<file path="src/core/ifs_pkg.sv">
//------------------------------------------------------------------------
// Notes on behaviour
//------------------------------------------------------------------------
// Notes on behaviour
// - Clocked serial format raises the interrupt flag at the eighth clock rise.
// - Serial format raises the interrupt flag on a detected start condition.
// - Setting transmit-empty or receive-full also raises the interrupt flag.
// - Interrupt flag clears by writing zero after reading it as one.
// - Transfer controller data register access may clear the interrupt flag.
// - Slave data ends after address or general call match give no start request.
// - At transfer count end, keep interrupt and start request; clear buffer flags.
// - Start request is raised only in qualifying states, not with every buffer flag.
// - Interrupt and start request may stand without any buffer flag set.
// - Each interrupt source in bus format has its own status flag.
// - Master transmit data register write clears transmit-empty only.
// - Master receive data register read clears receive-full only.
// - Bus-format master raises the interrupt flag at the ninth clock rise.
// - Slave stop in mid frame sets the error halt flag.
package ifs_pkg;
    // APB register byte offsets.
    localparam logic [7:0] IFS_OFF_CTRL = 8'h00;
    localparam logic [7:0] IFS_OFF_FLAGS = 8'h04;
    localparam logic [7:0] IFS_OFF_DATA = 8'h08;
    localparam logic [7:0] IFS_OFF_ISTAT = 8'h0C;
    localparam logic [7:0] IFS_OFF_IEN = 8'h10;
    localparam logic [7:0] IFS_OFF_ICLR = 8'h14;
    localparam logic [7:0] IFS_OFF_XFER = 8'h18;
    // Control register bit positions.
    localparam int IFS_C_SERIAL = 0;
    localparam int IFS_C_MASTER = 1;
    localparam int IFS_C_TRANSMIT = 2;
    localparam int IFS_C_ACK_CHECK_ENABLE = 3;
    localparam int IFS_C_DTC_CLR = 4;
    // Flag register bit positions.
    localparam int IFS_F_IRQ = 0;
    localparam int IFS_F_TXE = 1;
    localparam int IFS_F_RXF = 2;
    localparam int IFS_F_REQ = 3;
    localparam int IFS_F_MST = 4;
    localparam int IFS_F_TRS = 5;
    localparam int IFS_F_BUS_BUSY_FLAG = 6;
    localparam int IFS_F_ERROR_HALT_FLAG = 7;
    localparam int IFS_F_STOP = 8;
    localparam int IFS_F_AL = 9;
    localparam int IFS_F_AAS = 10;
    localparam int IFS_F_ADZ = 11;
    localparam int IFS_F_RECEIVED_ACK_BIT = 12;
    localparam int IFS_NFLAG = 13;
    // Interrupt status event bits.
    localparam int IFS_E_IRQ = 0;
    localparam int IFS_E_ERROR_HALT_FLAG = 1;
    localparam int IFS_E_AL = 2;
    localparam int IFS_E_STOP = 3;
    localparam int IFS_NEV = 4;
    // Clock counts per frame.
    localparam logic [3:0] IFS_SER_BITS = 4'h8;
    localparam logic [3:0] IFS_BUS_BITS = 4'h9;
    localparam logic [7:0] IFS_ADDR_RESET = 8'h00;
    typedef enum logic [2:0] {
        IFS_IDLE = 3'b001,
        IFS_ADDR = 3'b010,
        IFS_DATA = 3'b100
    } ifs_state_t;
endpackage

</file>
<file path="src/core/ifs_sync.sv">
`timescale 1ns/10ps
`default_nettype none
// Two-flop synchroniser for one pin level.
module ifs_sync (
    input wire logic clk_sys, // System clock.
    input wire logic reset, // Synchronous reset.
    input wire logic d, // Asynchronous level.
    output logic q // Synchronised level.
);
    logic s1_r;
    logic s1_nxt;
    logic q_nxt;

    // The first flop feeds only the second.
    always_comb
    begin
        s1_nxt = d;
        q_nxt = s1_r;
    end

    // Both stages idle high like the bus lines.
    always_ff @(posedge clk_sys)
    begin
        if (reset)
        begin
            s1_r <= 1'b1;
            q <= 1'b1;
        end
        else
        begin
            s1_r <= s1_nxt;
            q <= q_nxt;
        end
    end
endmodule
`default_nettype wire

</file>
<file path="src/core/ifs_cond.sv">
`timescale 1ns/10ps
`default_nettype none
// Edge and bus-condition detector on synchronised lines.
module ifs_cond (
    input wire logic clk_sys, // System clock.
    input wire logic reset, // Synchronous reset.
    input wire logic scl, // Synchronised clock line.
    input wire logic sda, // Synchronised data line.
    output logic scl_rise, // Clock rise pulse.
    output logic start_det, // Start condition pulse.
    output logic stop_det // Stop condition pulse.
);
    logic scl_d_r;
    logic sda_d_r;

    // Start is data falling with clock high, stop is data rising.
    always_comb
    begin
        scl_rise = scl & ~scl_d_r;
        start_det = scl & scl_d_r & sda_d_r & ~sda;
        stop_det = scl & scl_d_r & ~sda_d_r & sda;
    end

    // Previous line levels.
    always_ff @(posedge clk_sys)
    begin
        if (reset)
        begin
            scl_d_r <= 1'b1;
            sda_d_r <= 1'b1;
        end
        else
        begin
            scl_d_r <= scl;
            sda_d_r <= sda;
        end
    end
endmodule
`default_nettype wire

</file>
<file path="src/core/ifs_flags.sv">
// The APB interface to the registers and the register offsets were decided locally.
`timescale 1ns/10ps
`default_nettype none
// Status flag and interrupt request logic of a two-wire bus interface.
module ifs_flags (
    input wire logic clk_sys, // System clock, 25 MHz.
    input wire logic reset, // Synchronous active-high reset.
    input wire logic [7:0] paddr, // APB address.
    input wire logic psel, // APB select.
    input wire logic penable, // APB enable.
    input wire logic pwrite, // APB direction.
    input wire logic [31:0] pwdata, // APB write data.
    output logic [31:0] prdata, // APB read data.
    output logic pready, // APB ready.
    output logic pslverr, // APB error.
    input wire logic scl_in, // Clock line level.
    input wire logic sda_in, // Data line level.
    input wire logic dtc_access, // Transfer controller data access pulse.
    input wire logic dtc_last, // Last controller transfer pulse.
    input wire logic addr_match, // Own address matched in first frame.
    input wire logic gcall_match, // General call matched in first frame.
    input wire logic arb_lost, // Arbitration lost pulse.
    input wire logic ack_in, // Received acknowledge bit, 1 is no-ack.
    input wire logic rw_bit, // Received read-write bit.
    output logic irq, // Level interrupt.
    output logic transfer_ctrl_start_request, // Controller start request.
    output logic [7:0] bus_data_register // Last received byte.
);
    import ifs_pkg::*;

    logic scl_s;
    logic sda_s;
    logic scl_rise;
    logic start_det;
    logic stop_det;

    ifs_sync u_sync_scl (
        .clk_sys(clk_sys),
        .reset(reset),
        .d(scl_in),
        .q(scl_s)
    );

    ifs_sync u_sync_sda (
        .clk_sys(clk_sys),
        .reset(reset),
        .d(sda_in),
        .q(sda_s)
    );

    ifs_cond u_cond (
        .clk_sys(clk_sys),
        .reset(reset),
        .scl(scl_s),
        .sda(sda_s),
        .scl_rise(scl_rise),
        .start_det(start_det),
        .stop_det(stop_det)
    );

    //--------------------------------------------------------------------
    // State
    //--------------------------------------------------------------------
    logic [4:0] ctrl_r;
    logic [4:0] ctrl_nxt;
    logic [IFS_NFLAG-1:0] fl_r;
    logic [IFS_NFLAG-1:0] fl_nxt;
    logic irq_seen_r;
    logic irq_seen_nxt;
    logic [IFS_NEV-1:0] ist_r;
    logic [IFS_NEV-1:0] ist_nxt;
    logic [IFS_NEV-1:0] ien_r;
    logic [IFS_NEV-1:0] ien_nxt;
    logic [3:0] bitcnt_r;
    logic [3:0] bitcnt_nxt;
    logic [7:0] shift_r;
    logic [7:0] shift_nxt;
    logic [7:0] rxbuf_r;
    logic [7:0] rxbuf_nxt;
    logic [7:0] txbuf_r;
    logic [7:0] txbuf_nxt;
    logic slave_hold_r;
    logic slave_hold_nxt;
    ifs_state_t st_r;
    ifs_state_t st_nxt;
    logic [31:0] prdata_nxt;
    logic pready_nxt;
    logic pslverr_nxt;
    logic irq_nxt;
    logic req_out_nxt;

    logic acc;
    logic wr;
    logic rd;
    logic frame_end;
    logic [3:0] frame_len;
    logic [IFS_NEV-1:0] ev;
    // Decoded register strobes.
    logic wr_ctrl;
    logic wr_flags;
    logic rd_flags;
    logic wr_data;
    logic rd_data;
    logic wr_ien;
    logic wr_iclr;

    // APB access completes in the second access-phase cycle once pready rises.
    always_comb
    begin
        acc = psel & penable & ~pready;
        wr = acc & pwrite;
        rd = acc & ~pwrite;
        frame_len = ctrl_r[IFS_C_SERIAL] ? IFS_SER_BITS : IFS_BUS_BITS;
        frame_end = scl_rise & (st_r != IFS_IDLE) & (bitcnt_r == frame_len - 4'h1);
    end

    // One strobe per register access keeps the flag logic readable.
    always_comb
    begin
        wr_ctrl = wr & (paddr == IFS_OFF_CTRL);
        wr_flags = wr & (paddr == IFS_OFF_FLAGS);
        rd_flags = rd & (paddr == IFS_OFF_FLAGS);
        wr_data = wr & (paddr == IFS_OFF_DATA);
        rd_data = rd & (paddr == IFS_OFF_DATA);
        wr_ien = wr & (paddr == IFS_OFF_IEN);
        wr_iclr = wr & (paddr == IFS_OFF_ICLR);
    end

    //--------------------------------------------------------------------
    // Flag and transfer logic
    //--------------------------------------------------------------------
    // Computes every flag from bus events and software access.
    always_comb
    begin
        ctrl_nxt = ctrl_r;
        fl_nxt = fl_r;
        irq_seen_nxt = irq_seen_r;
        bitcnt_nxt = bitcnt_r;
        shift_nxt = shift_r;
        rxbuf_nxt = rxbuf_r;
        txbuf_nxt = txbuf_r;
        slave_hold_nxt = slave_hold_r;
        st_nxt = st_r;
        ev = '0;
        if (wr_ctrl)
        begin
            ctrl_nxt = pwdata[4:0];
            fl_nxt[IFS_F_MST] = pwdata[IFS_C_MASTER];
            fl_nxt[IFS_F_TRS] = pwdata[IFS_C_TRANSMIT];
        end
        // Software clears by writing zero after reading one; a one keeps it.
        if (rd_flags)
            irq_seen_nxt = fl_r[IFS_F_IRQ];
        if (wr_flags && irq_seen_r && !pwdata[IFS_F_IRQ])
        begin
            fl_nxt[IFS_F_IRQ] = 1'b0;
            fl_nxt[IFS_F_ERROR_HALT_FLAG] = 1'b0;
            fl_nxt[IFS_F_STOP] = 1'b0;
            fl_nxt[IFS_F_REQ] = 1'b0;
            irq_seen_nxt = 1'b0;
        end
        // Controller access clears the flag automatically when enabled, except with the last transfer pulse.
        if (dtc_access && ctrl_r[IFS_C_DTC_CLR] && !dtc_last)
            fl_nxt[IFS_F_IRQ] = 1'b0;
        // Data register write and read touch one buffer flag only.
        if (wr_data)
        begin
            txbuf_nxt = pwdata[7:0];
            fl_nxt[IFS_F_TXE] = 1'b0;
        end
        if (rd_data || dtc_access)
            fl_nxt[IFS_F_RXF] = 1'b0;
        if (dtc_access && fl_r[IFS_F_TRS])
            fl_nxt[IFS_F_TXE] = 1'b0;
        // Last controller transfer drops buffer flags and keeps requests.
        if (dtc_last)
        begin
            fl_nxt[IFS_F_TXE] = 1'b0;
            fl_nxt[IFS_F_RXF] = 1'b0;
        end
        // Bit counting on each clock rise in a frame; shifting on the first eight only.
        if (scl_rise && st_r != IFS_IDLE)
        begin
            bitcnt_nxt = bitcnt_r + 4'h1;
            if (bitcnt_r < IFS_SER_BITS)
                shift_nxt = {shift_r[6:0], sda_s};
        end
        if (frame_end)
        begin
            bitcnt_nxt = '0;
            fl_nxt[IFS_F_IRQ] = 1'b1;
            if (!ctrl_r[IFS_C_SERIAL] && ctrl_r[IFS_C_ACK_CHECK_ENABLE] && sda_s)
                fl_nxt[IFS_F_RECEIVED_ACK_BIT] = 1'b1;
            if (st_r == IFS_ADDR)
            begin
                st_nxt = IFS_DATA;
                if (addr_match || gcall_match)
                begin
                    fl_nxt[IFS_F_AAS] = 1'b1;
                    fl_nxt[IFS_F_ADZ] = gcall_match;
                    fl_nxt[IFS_F_TRS] = rw_bit & ~gcall_match;
                    slave_hold_nxt = ~fl_r[IFS_F_MST];
                end
            end
            // Buffer moves raise the flags and, where qualified, the request.
            // A matched slave address frame already withholds the request.
            if (fl_r[IFS_F_TRS])
            begin
                shift_nxt = txbuf_r;
                fl_nxt[IFS_F_TXE] = 1'b1;
                if (!slave_hold_nxt)
                    fl_nxt[IFS_F_REQ] = 1'b1;
            end
            else
            begin
                // The shifter already holds this clock's bit, so a short serial frame is complete.
                rxbuf_nxt = shift_nxt;
                fl_nxt[IFS_F_RXF] = 1'b1;
                if (!slave_hold_nxt)
                    fl_nxt[IFS_F_REQ] = 1'b1;
            end
        end
        // Lost arbitration hands the bus back but leaves it busy.
        if (arb_lost && fl_r[IFS_F_MST])
        begin
            fl_nxt[IFS_F_MST] = 1'b0;
            fl_nxt[IFS_F_TRS] = 1'b0;
            fl_nxt[IFS_F_AL] = 1'b1;
            ev[IFS_E_AL] = 1'b1;
        end
        // A start opens a frame and marks the bus busy.
        if (start_det)
        begin
            st_nxt = ctrl_r[IFS_C_SERIAL] ? IFS_DATA : IFS_ADDR;
            bitcnt_nxt = '0;
            slave_hold_nxt = 1'b0;
            fl_nxt[IFS_F_BUS_BUSY_FLAG] = 1'b1;
            fl_nxt[IFS_F_AAS] = 1'b0;
            fl_nxt[IFS_F_ADZ] = 1'b0;
            fl_nxt[IFS_F_IRQ] = ctrl_r[IFS_C_SERIAL] | fl_r[IFS_F_TRS] | fl_r[IFS_F_IRQ];
            if (fl_r[IFS_F_TRS])
            begin
                fl_nxt[IFS_F_TXE] = 1'b1;
                fl_nxt[IFS_F_REQ] = fl_r[IFS_F_MST] | fl_r[IFS_F_REQ];
            end
        end
        // Stop ends the bus; flags may stand without buffer flags.
        if (stop_det)
        begin
            st_nxt = IFS_IDLE;
            slave_hold_nxt = 1'b0;
            fl_nxt[IFS_F_BUS_BUSY_FLAG] = 1'b0;
            fl_nxt[IFS_F_TXE] = 1'b0;
            fl_nxt[IFS_F_IRQ] = 1'b1;
            fl_nxt[IFS_F_REQ] = 1'b1;
            // A slave stop inside a frame is an error halt, otherwise a clean stop.
            if (!fl_r[IFS_F_MST] && bitcnt_r != 4'h0)
                fl_nxt[IFS_F_ERROR_HALT_FLAG] = 1'b1;
            else
                fl_nxt[IFS_F_STOP] = 1'b1;
        end
        // Rising flags feed the sticky status events.
        ev[IFS_E_IRQ] = fl_nxt[IFS_F_IRQ] & ~fl_r[IFS_F_IRQ];
        ev[IFS_E_ERROR_HALT_FLAG] = fl_nxt[IFS_F_ERROR_HALT_FLAG] & ~fl_r[IFS_F_ERROR_HALT_FLAG];
        ev[IFS_E_STOP] = fl_nxt[IFS_F_STOP] & ~fl_r[IFS_F_STOP];
    end

    //--------------------------------------------------------------------
    // Interrupt and APB answer
    //--------------------------------------------------------------------
    // Sticky events win over a clear in the same cycle.
    always_comb
    begin
        ist_nxt = ist_r;
        ien_nxt = ien_r;
        if (wr_iclr)
            ist_nxt = ist_r & ~pwdata[IFS_NEV-1:0];
        ist_nxt = ist_nxt | ev;
        if (wr_ien)
            ien_nxt = pwdata[IFS_NEV-1:0];
        irq_nxt = |(ist_nxt & ien_nxt);
        req_out_nxt = fl_nxt[IFS_F_REQ];
        pready_nxt = acc;
        pslverr_nxt = 1'b0;
        prdata_nxt = '0;
        if (acc)
        begin
            case (paddr)
                IFS_OFF_CTRL: prdata_nxt = {27'h0, ctrl_r};
                IFS_OFF_FLAGS: prdata_nxt = {19'h0, fl_r};
                IFS_OFF_DATA: prdata_nxt = {24'h0, rxbuf_r};
                IFS_OFF_ISTAT: prdata_nxt = {28'h0, ist_r};
                IFS_OFF_IEN: prdata_nxt = {28'h0, ien_r};
                IFS_OFF_ICLR: prdata_nxt = '0;
                IFS_OFF_XFER: prdata_nxt = {20'h0, bitcnt_r, shift_r};
                default: pslverr_nxt = 1'b1;
            endcase
        end
    end

    // Registers all state.
    always_ff @(posedge clk_sys)
    begin
        if (reset)
        begin
            ctrl_r <= '0;
            fl_r <= '0;
            irq_seen_r <= 1'b0;
            ist_r <= '0;
            ien_r <= '0;
            bitcnt_r <= '0;
            shift_r <= '0;
            rxbuf_r <= IFS_ADDR_RESET;
            txbuf_r <= '0;
            slave_hold_r <= 1'b0;
            st_r <= IFS_IDLE;
            prdata <= '0;
            pready <= 1'b0;
            pslverr <= 1'b0;
            irq <= 1'b0;
            transfer_ctrl_start_request <= 1'b0;
            bus_data_register <= '0;
        end
        else
        begin
            ctrl_r <= ctrl_nxt;
            fl_r <= fl_nxt;
            irq_seen_r <= irq_seen_nxt;
            ist_r <= ist_nxt;
            ien_r <= ien_nxt;
            bitcnt_r <= bitcnt_nxt;
            shift_r <= shift_nxt;
            rxbuf_r <= rxbuf_nxt;
            txbuf_r <= txbuf_nxt;
            slave_hold_r <= slave_hold_nxt;
            st_r <= st_nxt;
            prdata <= prdata_nxt;
            pready <= pready_nxt;
            pslverr <= pslverr_nxt;
            irq <= irq_nxt;
            transfer_ctrl_start_request <= req_out_nxt;
            bus_data_register <= rxbuf_nxt;
        end
    end
endmodule
`default_nettype wire

</file>
<file path="config.mk">
export PLATFORM = sky130hd
export DESIGN_NAME = ifs_flags
export DESIGN_NICKNAME = d
export VERILOG_FILES = /design/src/core/ifs_pkg.sv /design/src/core/ifs_sync.sv /design/src/core/ifs_cond.sv /design/src/core/ifs_flags.sv
export SDC_FILE = /design/constraint.sdc
export NUM_CORES = 1
export LEC_CHECK = 0
export BUFFER_PORTS_ARGS = -buffer_cell sky130_fd_sc_hd__buf_2
export CAP_MARGIN = 10
export CORE_MARGIN = 2
export CORE_UTILIZATION = 55
export CTS_CLUSTER_DIAMETER = 50
export DETAILED_ROUTE_END_ITERATION = 8
export PLACE_DENSITY = 0.93
export SETUP_SLACK_MARGIN = 0.3
export SLEW_MARGIN = 20
export SYNTH_ARGS = -nofsm -noshare
export SYNTH_HDL_FRONTEND = slang
export SYNTH_SLANG_ARGS = --single-unit
</file>
<file path="constraint.sdc">
create_clock -name clk_sys -period 4.95 [get_ports clk_sys]
set_input_delay 0.2475 -clock clk_sys [delete_from_list [all_inputs] [get_ports clk_sys]]
set_output_delay 0.2475 -clock clk_sys [all_outputs]
set_load 0.01 [all_outputs]
</file>
==> summary.txt <==
Worst setup path
  – R2R Setup Slk: 2700 ps
  – Worst Path Required: 5230 ps
  – Critical Setup Path Class: in -> reg
  – Setup crit end kind: flip-flop
  – Reg2reg path depth: 5
  – Reg-to-Reg Start: bitcnt_r[3]
  – CP max FO: 14
  – Worst Path Buf+Inv: 1
  – Worst endpoint data arrival time: 2550 ps
  – Setup crit start: paddr[2]
  – Crit-path max cell delay: 800 ps
  – Worst setup SP type: primary input
  – Crit path max-delay family: simple AND/OR/NAND/NOR gates
  – Slowest stage cell, crit path: and2_0
  – Reg2reg end: shift_r[2]
  – Cells along the critical path: buf_2, nor4b_1, and2_0, a22oi_1, a21oi_1

Route
  – DR vias/cell: 6.08
  – Post-DRT Antenna Nets: 0
  – DR iter-0 viols: 366
  – Vias: 3,136
  – Final wirelength: 8890 um
  – Drt pass-1 iters: 7
  – # DRC: 0
  – Drt wl/cell: 17.2 um

Layout
  – # diodes: 0
  – Commonest non-fill, non-tap cell in the layout: dfxtp_1
  – Commonest non-fill, non-tap cells in the layout: 81 x dfxtp_1, 68 x nor2_1, 53 x buf_2
  – Layout cells sized above 1: 19.6%
  – Final #Nets: 491
  – Layout area overhead: 11.8%

Min path
  – Hold path cells: 2
  – Hold EP: u_sync_scl.q_nxt
  – Hold_sp: scl_in
  – Hold Crit Class: in -> reg

Timing
  – Setup-violating endpoint count in the final report: 0
  – Worst slew pin tran: 1020 ps
  – Slew HR: 31.7%
  – Post-route setup TNS: 0 ps
  – Slew Viols, Final: 0
  – RSZ-0062 raised after global routing: no
  – Final worst slack: 2690 ps
  – Crit path time final: 2260 ps
  – Final Cycle Share: 45.7%
  – Max Clk Rate: 442 MHz
  – Final hold viol count: 0
  – Skew final: 8.44 ps

Clocking
  – Clk buf depth: 2
  – Number of hold-repair buffers added at the cts stage: 0
  – CTS Buf Count: 9
  – CTS tree: yes
  – Clock net sink count: 81
  – Clock transition at the registers of the reported paths: 80 ps
  – Insertion delay to the later sink of the worst-skew pair: 360 ps
  – Post-CTS resize count: 0
  – H-tree level count: 3
  – Root buffer cell: clkbuf_8
  – Post-CTS Setup Inserts: 0

Run
  – Max-cap violation count: 0

Yosys
  – FF+latch count, synth: 81
  – Syn avg cell area: 9.09 sq um
  – Synthesis Warnings: 0
  – Fraction of registers with async set or reset after synthesis: 0%
  – Synthesized cell area: 0.00355 sq mm
  – Syn Inst Count: 391
  – Register area share after synthesis: 45.6%
  – Area share of the largest cell type after synthesis: 45.6%
  – Post-synth EDFFs: 0
  – Netlist cell types: 59
  – Cell taking the most area after synthesis: dfxtp_1
  – Top post-synthesis cells by area: dfxtp_1 46%, mux2i_1 7.6%, nor2_1 7.2%
  – Most used DFF post-synth: dfxtp_1

GRT
  – GRT overflow: 0
  – Global-route wire length before repair: 14,200 um
  – Largest net degree at the start of global routing: 59
  – Vias in the first global route: 2,965
  – Tot GR Track Use: 25.4%
  – Initial antenna violation count: 0

Run status
  – Outcome: complete, no violations

Floorplan
  – Site Rows: 29
  – I/O pin count: 98
  – Core area: 0.00631 sq mm
  – Initial core utilization: 56.3%
  – Die H: 84.4 um
  – Die area: 0.00712 sq mm
  – Die width: 84.4 um

Pwr
  – Peak VDD IR: 0.203 mV
  – Pleak: 0.00164 uW
  – Pwr Total: 1260 uW
  – Cell area power density: 316 mW/mm^2

Place
  – Worst slack, placed: 2410 ps
  – Placed wire-length estimate: 6300 um
  – Port Buf Inserts: 53
  – RePlAce Congestion: 0.901
routing by layer:
metal	global-route usage (%)	share of wire, %	vias up	routed length [um]
li1	-	-	1455	-
met1	30.8	40	1484	3600
met2	41.6	47	166	4220
met3	5.90	8.5	31	760
met4	14.1	3.6	0	318
met5	0	0	-	0
stage by stage:
| stage | hold slack, ps | cells | cell area (sq um) | util, % |
|---|---|---|---|---|
| floorplan | 351 | 409 | 3620 | - |
| global route | 69.9 | 516 | 3970 | 62.9 |
| finish | 67.0 | 516 | 3970 | 62.9 |
| CTS | 58.2 | 516 | 3970 | 62.8 |
| detailed placement | 399 | 501 | 3750 | 59.4 |
| global placement | 391 | 501 | 3750 | 59.4 |
power breakdown:
part	internal, uW	switching (uW)
combinational	20.4	41.4
sequential	657	5.16
clock	295	237
total	972	284
sequential cells by signal (all words and copies together), names as in the netlist, 3 cells and up:
register	count
fl_r	13
prdata	13
rxbuf_r	8
shift_r	8
txbuf_r	8
ctrl_r	5
bitcnt_r	4
ien_r	4
ist_r	4
st_r	3
logic make-up after synthesis:
kind of cell	after synthesis	share of synthesized area (%)
other	1	0.106
AND/OR/NAND/NOR	149	21.5
flip-flops	81	45.6
AO/OA/AOI/OAI	83	16.5
adder cells (fa/ha/maj)	2	0.704
XOR/XNOR	3	0.740
multiplexers	27	7.61
buffers and inverters	45	7.25
cell usage after synthesis (2+ instances only):
master / number
clkbuf_1: 11
nor2b_1: 3
inv_1: 7
mux2i_1: 27
dfxtp_1: 81
nand2b_1: 3
a21oi_1: 21
buf_4: 20
and4b_1: 3
o21ai_0: 7
nor2_1: 68
nor4b_1: 3
ha_1: 2
and3_1: 4
o21a_1: 2
a221oi_1: 4
or2_2: 9
nand4_1: 7
nand3_1: 7
buf_2: 5
nor3_1: 4
nand2_1: 16
or3_1: 2
nor3b_1: 3
nand4b_1: 3
xnor2_1: 2
a32oi_1: 2
o31ai_1: 2
a21o_1: 2
a211oi_1: 16
a22oi_1: 11
a31oi_1: 2
a222oi_1: 3
nor4_1: 3
nand3b_1: 2
how the worst max path moves through the flow:
stage,slack (ps),end,cells past startpoint
after floorplan,3130,rxbuf_r[7],6
after global placement,2460,prdata[1],5
after detailed placement,2410,irq_seen_r,6
after CTS,2720,shift_r[2],5
after global routing,2540,shift_r[2],5
final,2690,prdata[1],5
layout make-up:
type / instances / area, sq um
Sequential cell: 81 / 1620
Multi-Input combinational cell: 283 / 1750
Fill cell: 524 / 2340
Tap cell: 77 / 96.3
Clock buffer: 10 / 138
Timing Repair Buffer: 53 / 265
Inverter: 7 / 26.3
Clock inverter: 5 / 78.8
No activity file was read; power rests on OpenSTA's default activity.
